### src/hdl/sram_host_cfg.svh
// Purpose: Constants for the host controller of a 32K x 8 asynchronous static memory.
// Assumes: clk_sys at 50 MHz (20 ns period); slow speed grade timing is used.
// Notes: Times are in ns; cycle counts derive from them.
// Notes on behaviour
// - Write happens only while select and write strobe are both low.
// - Host presents a valid address no later than select falling for reads.
// - Host holds each read address stable at least 55 or 70 ns.
// - Host makes each write cycle last at least 55 or 70 ns.
// - Host holds select low at least 50 or 60 ns before write end.
// - Host holds address valid at least 50 or 60 ns before write end.
// - Host drives write data 25 or 30 ns before write end, holds it past.
`ifndef SRAM_HOST_CFG_SVH
`define SRAM_HOST_CFG_SVH
`define CLK_PERIOD_NS 20
`define ADDR_WIDTH 15
`define DATA_WIDTH 8
`define READ_CYCLE_MIN_NS 70
`define SELECT_TO_DATA_MAX_NS 70
`define DRIVE_EN_TO_DATA_MAX_NS 35
`define FLOAT_MAX_NS 25
`define WRITE_CYCLE_MIN_NS 70
`define SELECT_TO_WRITE_END_NS 60
`define ADDRESS_TO_WRITE_END_NS 60
`define DATA_SETUP_TO_WRITE_END_NS 30
`define NS_TO_CYCLES_UP(t) (((t) + `CLK_PERIOD_NS - 1) / `CLK_PERIOD_NS)
// Sampling waits two cycles beyond the access limit for the input synchroniser.
`define READ_WAIT_CYCLES (`NS_TO_CYCLES_UP(`SELECT_TO_DATA_MAX_NS) + 2)
`define WRITE_WAIT_CYCLES `NS_TO_CYCLES_UP(`SELECT_TO_WRITE_END_NS)
`define READ_CYCLE_CYCLES `NS_TO_CYCLES_UP(`READ_CYCLE_MIN_NS)
`define WRITE_CYCLE_CYCLES `NS_TO_CYCLES_UP(`WRITE_CYCLE_MIN_NS)
`define FLOAT_WAIT_CYCLES `NS_TO_CYCLES_UP(`FLOAT_MAX_NS)
`define CNT_WIDTH 3
`endif

### src/hdl/sram_host_pkg.sv
// Purpose: Types shared by the memory host controller.
// Assumes: Constants come from sram_host_cfg.svh.
// Notes: Holds only the sequencer state type.
package sram_host_pkg;
	typedef enum logic [2:0] {
		st_idle,
		st_read,
		st_write,
		st_write_end,
		st_float
	} seq_state_type;
endpackage

### src/hdl/pin_sync.sv
// Purpose: Two-flop synchroniser for the data bus inputs.
// Assumes: Single clock clk_sys, synchronous active-low reset.
// Notes: The first stage is read only by the second stage.
`timescale 1ns/1ps
`include "sram_host_cfg.svh"
module pin_sync (
	input wire logic clk_sys,
	input wire logic rst_n,
	input wire logic [`DATA_WIDTH-1:0] async_in,
	output logic [`DATA_WIDTH-1:0] sync_out
);
	logic [`DATA_WIDTH-1:0] stage1;
	always_ff @(posedge clk_sys) begin
		if (!rst_n) begin
			stage1 <= 8'h00;
			sync_out <= 8'h00;
		end else begin
			stage1 <= async_in;
			sync_out <= stage1;
		end
	end
endmodule

### src/hdl/sram_host.sv
// Purpose: Host controller driving a 32K x 8 asynchronous static memory.
// Assumes: clk_sys 50 MHz; memory of the slow grade or faster on the pins.
// Notes: One access at a time; req_ready high only in the idle state.
`timescale 1ns/1ps
`include "sram_host_cfg.svh"
module sram_host (
	input wire logic clk_sys,
	input wire logic rst_n,
	input wire logic req_valid,
	output logic req_ready,
	input wire logic req_write,
	input wire logic [`ADDR_WIDTH-1:0] req_address,
	input wire logic [`DATA_WIDTH-1:0] req_wdata,
	output logic rsp_valid,
	output logic [`DATA_WIDTH-1:0] rsp_rdata,
	output logic [`ADDR_WIDTH-1:0] word_address,
	output logic chip_select_n,
	output logic drive_en_n,
	output logic write_strobe_n,
	input wire logic [`DATA_WIDTH-1:0] shared_data_bus_in,
	output logic [`DATA_WIDTH-1:0] shared_data_bus_out,
	output logic shared_data_bus_oe
);
	localparam logic [`CNT_WIDTH-1:0] READ_WAIT = `CNT_WIDTH'(`READ_WAIT_CYCLES);
	localparam logic [`CNT_WIDTH-1:0] WRITE_WAIT = `CNT_WIDTH'(`WRITE_WAIT_CYCLES);
	localparam logic [`CNT_WIDTH-1:0] FLOAT_WAIT = `CNT_WIDTH'(`FLOAT_WAIT_CYCLES);
	localparam logic [`CNT_WIDTH-1:0] READ_CYCLE = `CNT_WIDTH'(`READ_CYCLE_CYCLES);
	localparam logic [`CNT_WIDTH-1:0] WRITE_CYCLE = `CNT_WIDTH'(`WRITE_CYCLE_CYCLES);

	sram_host_pkg::seq_state_type state;
	logic [`CNT_WIDTH-1:0] count;
	logic [`DATA_WIDTH-1:0] bus_sync;
	logic accept;
	logic [`CNT_WIDTH-1:0] addr_age;

	pin_sync u_sync (
		.clk_sys(clk_sys),
		.rst_n(rst_n),
		.async_in(shared_data_bus_in),
		.sync_out(bus_sync)
	);

	assign req_ready = (state == sram_host_pkg::st_idle);
	assign accept = req_valid && req_ready;

	// Sequencer: read, write and float states each hold for a whole count before moving on.
	always_ff @(posedge clk_sys) begin
		if (!rst_n) begin
			state <= sram_host_pkg::st_idle;
			count <= 3'h0;
		end else begin
			case (state)
				sram_host_pkg::st_idle: begin
					count <= 3'h0;
					if (accept) begin
						state <= req_write ? sram_host_pkg::st_write : sram_host_pkg::st_read;
					end
				end
				sram_host_pkg::st_read: begin
					// Address is held stable for the whole wait.
					if (count == READ_WAIT - 3'h1) begin
						state <= sram_host_pkg::st_float;
						count <= 3'h0;
					end else begin
						count <= count + 3'h1;
					end
				end
				sram_host_pkg::st_write: begin
					// Select, strobe, address and data all held the full wait.
					if (count == WRITE_WAIT - 3'h1) begin
						state <= sram_host_pkg::st_write_end;
						count <= 3'h0;
					end else begin
						count <= count + 3'h1;
					end
				end
				sram_host_pkg::st_write_end: begin
					// One cycle of data and address hold after the strobe rises.
					state <= sram_host_pkg::st_idle;
				end
				sram_host_pkg::st_float: begin
					// Wait for device drivers to release before the next write.
					if (count == FLOAT_WAIT - 3'h1) begin
						state <= sram_host_pkg::st_idle;
						count <= 3'h0;
					end else begin
						count <= count + 3'h1;
					end
				end
				default: begin
					state <= sram_host_pkg::st_idle;
					count <= 3'h0;
				end
			endcase
		end
	end

	// Address and data latch on the accept edge, the same edge on which select falls.
	always_ff @(posedge clk_sys) begin
		if (!rst_n) begin
			word_address <= 15'h0000;
			shared_data_bus_out <= 8'h00;
		end else if (accept) begin
			word_address <= req_address;
			shared_data_bus_out <= req_wdata;
		end
	end

	// Cycles since the address last moved; it saturates so long idle spells stay legal.
	always_ff @(posedge clk_sys) begin
		if (!rst_n) begin
			addr_age <= 3'h7;
		end else if (accept) begin
			addr_age <= 3'h0;
		end else if (addr_age != 3'h7) begin
			addr_age <= addr_age + 3'h1;
		end
	end

	// Strobes come from flip-flops so no glitch reaches the memory.
	always_ff @(posedge clk_sys) begin
		if (!rst_n) begin
			chip_select_n <= 1'b1;
			drive_en_n <= 1'b1;
			write_strobe_n <= 1'b1;
			shared_data_bus_oe <= 1'b0;
		end else begin
			chip_select_n <= !((accept) ||
				(state == sram_host_pkg::st_read && count != READ_WAIT - 3'h1) ||
				(state == sram_host_pkg::st_write && count != WRITE_WAIT - 3'h1));
			// Output enable only for reads, so the bus never fights the host.
			drive_en_n <= !((accept && !req_write) ||
				(state == sram_host_pkg::st_read && count != READ_WAIT - 3'h1));
			// Select and strobe rise together, ending the write on both.
			write_strobe_n <= !((accept && req_write) ||
				(state == sram_host_pkg::st_write && count != WRITE_WAIT - 3'h1));
			// Host drives data through the write and its hold cycle.
			shared_data_bus_oe <= (accept && req_write) || (state == sram_host_pkg::st_write);
		end
	end

	// Read data sampled at the end of the access window.
	always_ff @(posedge clk_sys) begin
		if (!rst_n) begin
			rsp_valid <= 1'b0;
			rsp_rdata <= 8'h00;
		end else begin
			rsp_valid <= (state == sram_host_pkg::st_read) && (count == READ_WAIT - 3'h1);
			if ((state == sram_host_pkg::st_read) && (count == READ_WAIT - 3'h1)) begin
				rsp_rdata <= bus_sync;
			end
		end
	end
endmodule

### config.mk
export PLATFORM = sky130hd
export DESIGN_NAME = sram_host
export DESIGN_NICKNAME = d
export VERILOG_FILES = /design/src/hdl/sram_host_pkg.sv /design/src/hdl/pin_sync.sv /design/src/hdl/sram_host.sv
export VERILOG_INCLUDE_DIRS = /design/src /design/src/hdl
export SDC_FILE = /design/constraint.sdc
export NUM_CORES = 1
export LEC_CHECK = 0
export ABC_CLOCK_PERIOD_IN_PS = 2000
export BUFFER_PORTS_ARGS = -buffer_cell sky130_fd_sc_hd__clkbuf_2
export CAP_MARGIN = 20
export CELL_PAD_IN_SITES_DETAIL_PLACEMENT = 0
export CELL_PAD_IN_SITES_GLOBAL_PLACEMENT = 2
export CORE_UTILIZATION = 30
export CTS_BUF_LIST = sky130_fd_sc_hd__clkbuf_2 sky130_fd_sc_hd__clkbuf_4 sky130_fd_sc_hd__clkbuf_8
export CTS_CLUSTER_DIAMETER = 200
export DETAILED_ROUTE_END_ITERATION = 8
export PLACE_DENSITY_LB_ADDON = 0.3
export SLEW_MARGIN = 20
export SYNTH_ARGS = -nofsm -noshare
export SYNTH_HDL_FRONTEND = slang
export SYNTH_HIERARCHICAL = 1
export SYNTH_SLANG_ARGS = --single-unit
export TNS_END_PERCENT = 5
### constraint.sdc
create_clock -name clk_sys -period 2 [get_ports clk_sys]
set_input_delay 0.4 -clock clk_sys [delete_from_list [all_inputs] [get_ports clk_sys]]
set_output_delay 0.4 -clock clk_sys [all_outputs]
set_load 0.02 [all_outputs]
==> impl_metrics.yaml, run 1 <==
finish:
  nets: 339
  fill_cells: 742
  diodes: 0
  layout_commonest_cell: "clkbuf_2"
  multi_input_area_um2: 943
  layout_common_cells: "71 x clkbuf_2, 58 x dfxtp_1, 52 x nand2_1, 19 x a21boi_1"
  drive_gt1_share_pct: 35.3
  syn_to_final_growth_pct: 30.1
  post-route-util_pct: 41.2
  fin_cells: 405
  seq_area_um2: 1160
die:
  die_w_um: 87.4
  dieArea_um2: 7640
  start_util_pct: 31.7
  core_um2: 6910
  io_pins: 72
  rows: 30
  fp.dieH_um: 87.4
place:
  port_buffers: 71
  dp_slack_ns: 0.333
  dp_hpwl_mm: 3.18
  dp.cells: 389
  gp_congestion: 0.737
power:
  pwr-share-clk_pct: 40.9
  ir_drop_mv: 0.352
  combPwrFrac_pct: 14.1
  cellPowerDensity_nw_per_um2: 1000
  power_frac_seq_pct: 45.0
  power_leakage_nw: 1.26
  internal-power_mw: 2.12
  p_switching_mw: 0.727
  swShare_pct: 25.5
route:
  routed_wl_mm: 4.58
  num_vias: 1708
  drt_iter0_drc: 77
  wl_met1_mm: 2.15
  wl_per_cell_um: 11.3
  remaining_drc_errors: 0
  wl_met2_mm: 2.08
  ant_nets: 0
  top_layer_used: "met4"
  vias_per_cell: 4.22
  route.met3.wl_um: 275
  first_pass_iters: 4
synth:
  synth_fp_nets: 265
  ys_seq_area_share_pct: 53.1
  yosysTopAreaCell: "dfxtp_1"
  yosys.area.top_type_share_pct: 53.1
  synth_seq_cells: 58
  synth_area_per_cell_um2: 9.51
  ys_types: 35
  synthTopCellsByArea: "dfxtp_1 53%, nand2_1 8.9%, a21boi_1 6.5%, and2_2 4.1%, mux2i_1 3.7%"
  netlist_instances: 230
  yosys_warnings: 6
  synth_area_um2: 2190
setup_path:
  cp_slowest_stage_delay_ns: 0.46
  critPathBufInv: 1
  crit_path_start_kind: "flip-flop"
  crit_required_ns: 1.60
  slowest_stage: "dfxtp_1"
  crit_arrival_ns: 1.35
  end_kind: "primary output"
  critPathTopFamily: "flip-flops"
  reg2reg_slack_ns: 0.32
  cp_num_cells: 2
  worstRegToRegCells: 4
  crit_chain: "nor3_2 -> clkbuf_2"
  path_max_fanout: 16
  critical_path_class: "flip-flop to primary output"
sta:
  finalCriticalPeriod_ns: 1.75
  tightest_slew_ns: 0.504
  slew_violations: 0
  maxSlewHeadroom_pct: 66.4
  setup-violations-final: 0
  rsz0062_at_grt: "no"
  max_freq_mhz: 571
  hold_violations: 0
  timing.final.crit_share_pct: 87.6
  setup_tns_ns: 0
  finalWorstSetupSlack_ns: 0.247
  clock-skew-final_ns: 0.00400
clock_tree:
  path_clk_slew_ns: 0.06
  cts-resized-gates: 0
  insertion_delay_ns: 0.33
  clock-sinks: 58
  post_cts_buffers: 0
  cts.root.buffer_cell: "clkbuf_8"
  clock_path_buffers: 2
  numCtsBuffers: 9
  cts_htree_levels: 3
  cts_tree: "yes"
  hold_buffers: 0
global_route:
  gr-total-overflow: 0
  grt_max_degree: 24
  antenna_found_initial: 0
  grt_usage_pct: 13.0
  grt_pass1_vias: 1533
  grt_pass1_wl_mm: 7.35
min_path:
  hold_path_depth: 3
  min_path_type: "input pin to flip-flop"
flow_run:
  maxCapViolCount: 0
outcome:
  status: "completed"
-- Yosys cell counts (all sizes together) --
master  count
nand3       1
a21o        1
or3b        1
nor2b      12
dfxtp      58
o31a        1
a21oi       6
o211a       1
nand2      52
and2       19
o21bai      2
nand3b      1
buf         7
clkbuf      7
nand2b      3
mux2i       8
o31ai       2
nand4       1
a22o        1
inv         1
a211oi      1
nor3b       3
nand4b      1
nor3        3
a21boi     25
nor2        8
o21ai       4
-- routing by layer --
layer	vias to the layer above	track usage (%)
met5	-	0
met4	0	5.66
met3	6	6.54
met2	41	20.0
met1	757	15.3
li1	904	-
-- state kept, by name, summed over array words and instances (netlist names) --
register,count
chip_select_n,1
count,3
drive_en_n,1
rsp_rdata,8
rsp_valid,1
shared_data_bus_oe,1
shared_data_bus_out,8
state,3
u_sync/stage1,8
u_sync/sync_out,8
word_address,15
write_strobe_n,1
-- power by group through the flow --
stage	registers (mW)	logic, mW	clock network [mW]
floorplan	1.36	0.220	0
global placement	1.31	0.408	0
detailed placement	1.31	0.411	0
CTS	1.28	0.412	1.21
global route	1.29	0.448	1.26
finish	1.28	0.401	1.17
-- area by class of cell --
| type | instances | share of cell area, % |
|---|---|---|
| Sequential cell | 58 | 40.8 |
| Clock inverter | 6 | 2.81 |
| Timing Repair Buffer | 77 | 14.1 |
| Tap cell | 96 | 4.22 |
| Clock buffer | 10 | 4.84 |
| Multi-Input combinational cell | 157 | 33.1 |
| Inverter | 1 | 0.132 |
-- worst min-delay path, delay by kind of cell --
family                 cells  cell delay (ns)
AO/OA/AOI/OAI              1             0.05
buffers and inverters      1             0.08
AND/OR/NAND/NOR            1             0.04
-- through the flow --
stage               hold slack, ns  total power, mW  cell area, µm²
floorplan                    0.412             1.58            2190
global placement             0.417             1.72            2630
detailed placement           0.419             1.72            2630
CTS                          0.268             2.91            2850
global route                 0.257             3.00            2850
finish                       0.288             2.85            2850
-- worst paths after layout --
kind,start,to
min reg2reg,u_sync/stage1[2],u_sync/sync_out[2]
max,state[1],req_ready
max reg2reg,state[0],rsp_rdata[4]
min,req_wdata[4],shared_data_bus_out[4]
-- cell families (layout without fill, tap and decap cells) --
kind of cell	after synthesis	after routing	share of synthesized area, %
DFF	58	58	53.1
and+or+nand+nor	105	105	25.3
AOI/OAI and AO/OA	44	44	14.2
buffers and inverters	15	94	3.78
muxes	8	8	3.66
Note: power is estimated with default switching activity, not from simulation.
==> run 2: changes to the inputs <==
Settings changed: ABC_CLOCK_PERIOD_IN_PS 2000 to not set, PLACE_DENSITY_LB_ADDON 0.3 to 0.05.
==> impl_metrics.yaml, run 2 (synthesis gave the netlist of run 1 again) <==
clock_tree:
  cts_tree: "yes"
  cts_htree_levels: 3
  cts-resized-gates: 0
  clock-sinks: 58
  cts.root.buffer_cell: "clkbuf_8"
  hold_buffers: 0
  clock_path_buffers: 2
  post_cts_buffers: 0
  path_clk_slew_ns: 0.07
  insertion_delay_ns: 0.32
  numCtsBuffers: 9
place:
  placed_area_um2: 2640
  dp_hpwl_mm: 3.25
  dp.cells: 387
  gp_congestion: 0.723
  port_buffers: 71
setup_path:
  crit_start: "state[1]"
  crit_arrival_ns: 1.34
  worstRegToRegCells: 4
  end_kind: "primary output"
  critical_path_class: "flip-flop to primary output"
  reg2reg_from: "state[0]"
  crit_required_ns: 1.60
  crit_path_start_kind: "flip-flop"
  path_max_fanout: 16
global_route:
  grt_max_degree: 44
  grt_pass1_vias: 1614
  gr-total-overflow: 0
  grt_usage_pct: 13.8
  antenna_found_initial: 0
  grt_pass1_wl_mm: 7.76
finish:
  layout_commonest_cell: "clkbuf_2"
  fill_cells: 731
  diodes: 0
  regMostFlops: "word_address"
  stdcell_area_um2: 2900
  fin_cells: 403
  syn_to_final_growth_pct: 32.4
  largest_reg_flops: 15
  nets: 337
  seq_area_um2: 1160
  multi_input_area_um2: 943
  drive_gt1_share_pct: 34.9
  layout_common_cells: "71 x clkbuf_2, 58 x dfxtp_1, 52 x nand2_1, 19 x a21boi_1"
route:
  routed_wl_mm: 4.79
  wl_per_cell_um: 11.9
  ant_nets: 0
  remaining_drc_errors: 0
  vias_per_cell: 4.31
  drt_iter0_drc: 62
  num_vias: 1738
  first_pass_iters: 4
sta:
  finalCriticalPeriod_ns: 1.74
  setup_tns_ns: 0
  max_freq_mhz: 575
  hold_violations: 0
  setup-violations-final: 0
  slew_violations: 0
  rsz0062_at_grt: "no"
  clock-skew-final_ns: 0.00526
  timing.final.crit_share_pct: 86.9
  maxSlewHeadroom_pct: 66.5
  tightest_slew_ns: 0.501
flow_run:
  maxCapViolCount: 0
min_path:
  min_path_type: "input pin to flip-flop"
  min-delay-start: "req_address[3]"
  hold_path_depth: 3
power:
  ir_drop_mv: 0.429
  power_leakage_nw: 1.27
  cellPowerDensity_nw_per_um2: 1060
  p_total_mw: 3.06
die:
  dieArea_um2: 7640
  io_pins: 72
  die_w_um: 87.4
  fp.dieH_um: 87.4
  rows: 30
  start_util_pct: 31.7
  core_um2: 6910
outcome:
  status: "completed"
-- run 2: cell types whose count changed in the layout (fill, tap and decap cells not counted), sizes merged --
cell / before / now
clkinv: 4 / 0
clkbuf: 81 / 83
clkinvlp: 0 / 1
bufinv: 2 / 3
buf: 6 / 4
-- run 2: stage by stage --
| step | setup slack (ns) | hold slack [ns] | util, % |
|---|---|---|---|
| after floorplan | 0.551 | 0.412 | - |
| after global placement | 0.351 | 0.414 | 38.2 |
| after detailed placement | 0.333 | 0.419 | 38.2 |
| after CTS | 0.225 | 0.262 | 41.9 |
| after global routing | 0.110 | 0.272 | 41.9 |
| final | 0.262 | 0.286 | 41.9 |
-- run 2: worst max-delay path, cell delays in order (launching register included) --
cell	delay, ns
dfxtp_1	0.46
nor3_2	0.33
clkbuf_2	0.22
-- run 2: metal layers --
metal  part of all wire (%)  global-route usage [%]  up-vias
met5                      0                       0        -
met1                     46                    17.1      772
met3                    6.0                    4.45        7
met2                     47                    20.9       55
met4                    1.3                    8.49        0
li1                       -                       -      904
-- run 2: cell type report --
class                   count  share of cell area (%)
clock buffers              12                    5.49
repair buffers             75                    14.2
multi-input cells         157                    32.6
inverters                   1                   0.130
flip-flops and latches     58                    40.1
clock inverters             4                    3.37
well taps                  96                    4.15
-- run 2: report_power, final --
group | switching (mW) | internal (mW)
registers | 0.0531 | 1.23
logic | 0.239 | 0.174
clock network | 0.449 | 0.910
total | 0.741 | 2.32
-- run 2: final timing paths --
kind | to | slack [ns]
setup / recovery | req_ready | 0.26
hold / removal | word_address[3] | 0.29
setup reg to reg | rsp_rdata[7] | 0.32
hold reg to reg | u_sync/sync_out[1] | 0.43
==> run 3: changes to the inputs <==
Settings changed: CORE_UTILIZATION 30 to 27.
Clock period 2 ns to 1.5 ns, I/O delays scaled along.
==> impl_metrics.yaml, run 3 (synthesis gave the netlist of run 1 again) <==
sta:
  tightest_slew_ns: 0.309
  max_freq_mhz: 683
  hold_violations: 0
  timing.final.crit_share_pct: 97.6
  setup-violations-final: 0
  maxSlewHeadroom_pct: 79.2
  finalCriticalPeriod_ns: 1.46
  slew_violations: 0
  clock-skew-final_ns: 0.00926
  setup_tns_ns: 0
  rsz0062_at_grt: "yes"
finish:
  seq_area_um2: 1170
  layout_commonest_cell: "clkbuf_2"
  post-route-util_pct: 38.6
  stdcell_area_um2: 3000
  fill_cells: 832
  largest_reg_flops: 15
  diodes: 0
  drive_gt1_share_pct: 39.3
  nets: 353
  layout_common_cells: "70 x clkbuf_2, 55 x dfxtp_1, 52 x nand2_1, 19 x a21boi_1, 19 x buf_4"
  syn_to_final_growth_pct: 37.1
  multi_input_area_um2: 952
  fin_cells: 425
  regMostFlops: "word_address"
place:
  port_buffers: 71
  dp.cells: 407
  gp_congestion: 0.739
  placed_area_um2: 2740
  dp_hpwl_mm: 3.64
power:
  p_total_mw: 3.98
  ir_drop_mv: 0.458
  power_leakage_nw: 1.34
  cellPowerDensity_nw_per_um2: 1330
route:
  routed_wl_mm: 5.16
  ant_nets: 0
  num_vias: 1788
  vias_per_cell: 4.21
  first_pass_iters: 4
  remaining_drc_errors: 0
  drt_iter0_drc: 50
  wl_per_cell_um: 12.1
setup_path:
  crit_chain: "nor3_4 -> buf_4 -> clkbuf_4"
  crit_required_ns: 1.20
  cp_num_cells: 3
  critical_path_class: "flip-flop to primary output"
  crit_path_start_kind: "flip-flop"
  critPathTopFamily: "flip-flops"
  cp_slowest_stage_delay_ns: 0.36
  crit_arrival_ns: 1.16
  reg2reg_slack_ns: 0.09
  rr_endpoint: "rsp_rdata[2]"
  path_max_fanout: 5
  worstRegToRegCells: 4
  critPathBufInv: 2
  end_kind: "primary output"
  reg2reg_from: "state[0]"
  crit_start: "state[1]"
  crit_path_end: "req_ready"
  slowest_stage: "dfxtp_4"
die:
  io_pins: 72
  start_util_pct: 28.2
  rows: 32
  fp.dieH_um: 92
  dieArea_um2: 8460
  die_w_um: 92
  core_um2: 7770
global_route:
  gr-total-overflow: 0
  grt_pass1_vias: 1743
  grt_max_degree: 27
  antenna_found_initial: 0
  grt_usage_pct: 13.0
  grt_pass1_wl_mm: 8.42
outcome:
  status: "completed"
clock_tree:
  path_clk_slew_ns: 0.07
  cts_tree: "yes"
  cts_htree_levels: 3
  cts.root.buffer_cell: "clkbuf_8"
  clock_path_buffers: 2
  numCtsBuffers: 9
  insertion_delay_ns: 0.33
  clock-sinks: 58
min_path:
  min_path_type: "input pin to flip-flop"
flow_run:
  maxCapViolCount: 0
[run 3: final cells by class]
type	count	share of cell area, %
tap	102	4.26
clock buffer	10	4.59
multi-input combinational	157	31.7
sequential	58	38.9
clock inverter	6	3.00
inverter	1	0.125
timing repair buffer	91	17.4
[run 3: worst register-to-register path: cells and delay by family (launching register included)]
kind,cells,cell delay (ns)
flip-flops,1,0.39
AND/OR/NAND/NOR,3,0.70
multiplexers,1,0.22
[run 3: timing repair]
| action | CTS | global route |
|---|---|---|
| endpoints found under the hold margin | 0 | 0 |
| endpoints found under the setup margin | 1 | 10 |
| hold buffers | 0 | 0 |
| buffers inserted | 2 | 0 |
| pin swaps | 1 | 1 |
| resized for setup | 6 | 1 |
[run 3: worst min-delay path by stage]
stage                           from                  to  slack (ns)  cells after the start
3_3_place_gp        u_sync/stage1[2]  u_sync/sync_out[2]        0.42                      1
3_5_place_dp        u_sync/stage1[4]  u_sync/sync_out[4]        0.42                      1
2_1_floorplan       u_sync/stage1[1]  u_sync/sync_out[1]        0.41                      1
4_1_cts        shared_data_bus_in[2]    u_sync/stage1[2]        0.16                      2
5_1_grt        shared_data_bus_in[6]    u_sync/stage1[6]        0.16                      2
6_report       shared_data_bus_in[2]    u_sync/stage1[2]        0.18                      2
[run 3: routing by layer]
| layer | track usage, % | wire length [µm] | vias up |
|---|---|---|---|
| li1 | - | - | 932 |
| met1 | 16.2 | 2480 | 800 |
| met2 | 20.5 | 2300 | 50 |
| met3 | 4.48 | 311 | 6 |
| met4 | 5.47 | 71 | 0 |
| met5 | 0 | 0 | - |
[run 3: metrics by stage]
stage	setup WS [ns]	hold WS, ns
2_1_floorplan	0.0511	0.412
3_3_place_gp	0.0721	0.417
3_5_place_dp	0.0402	0.418
4_1_cts	0.00267	0.161
5_1_grt	-0.0537	0.162
6_report	0.0359	0.181
[run 3: power by group]
part | total (mW) | switching (mW) | internal, mW
sequential | 1.70 | 0.0555 | 1.64
combinational | 0.644 | 0.352 | 0.292
clock | 1.63 | 0.651 | 0.983
total | 3.98 | 1.06 | 2.92
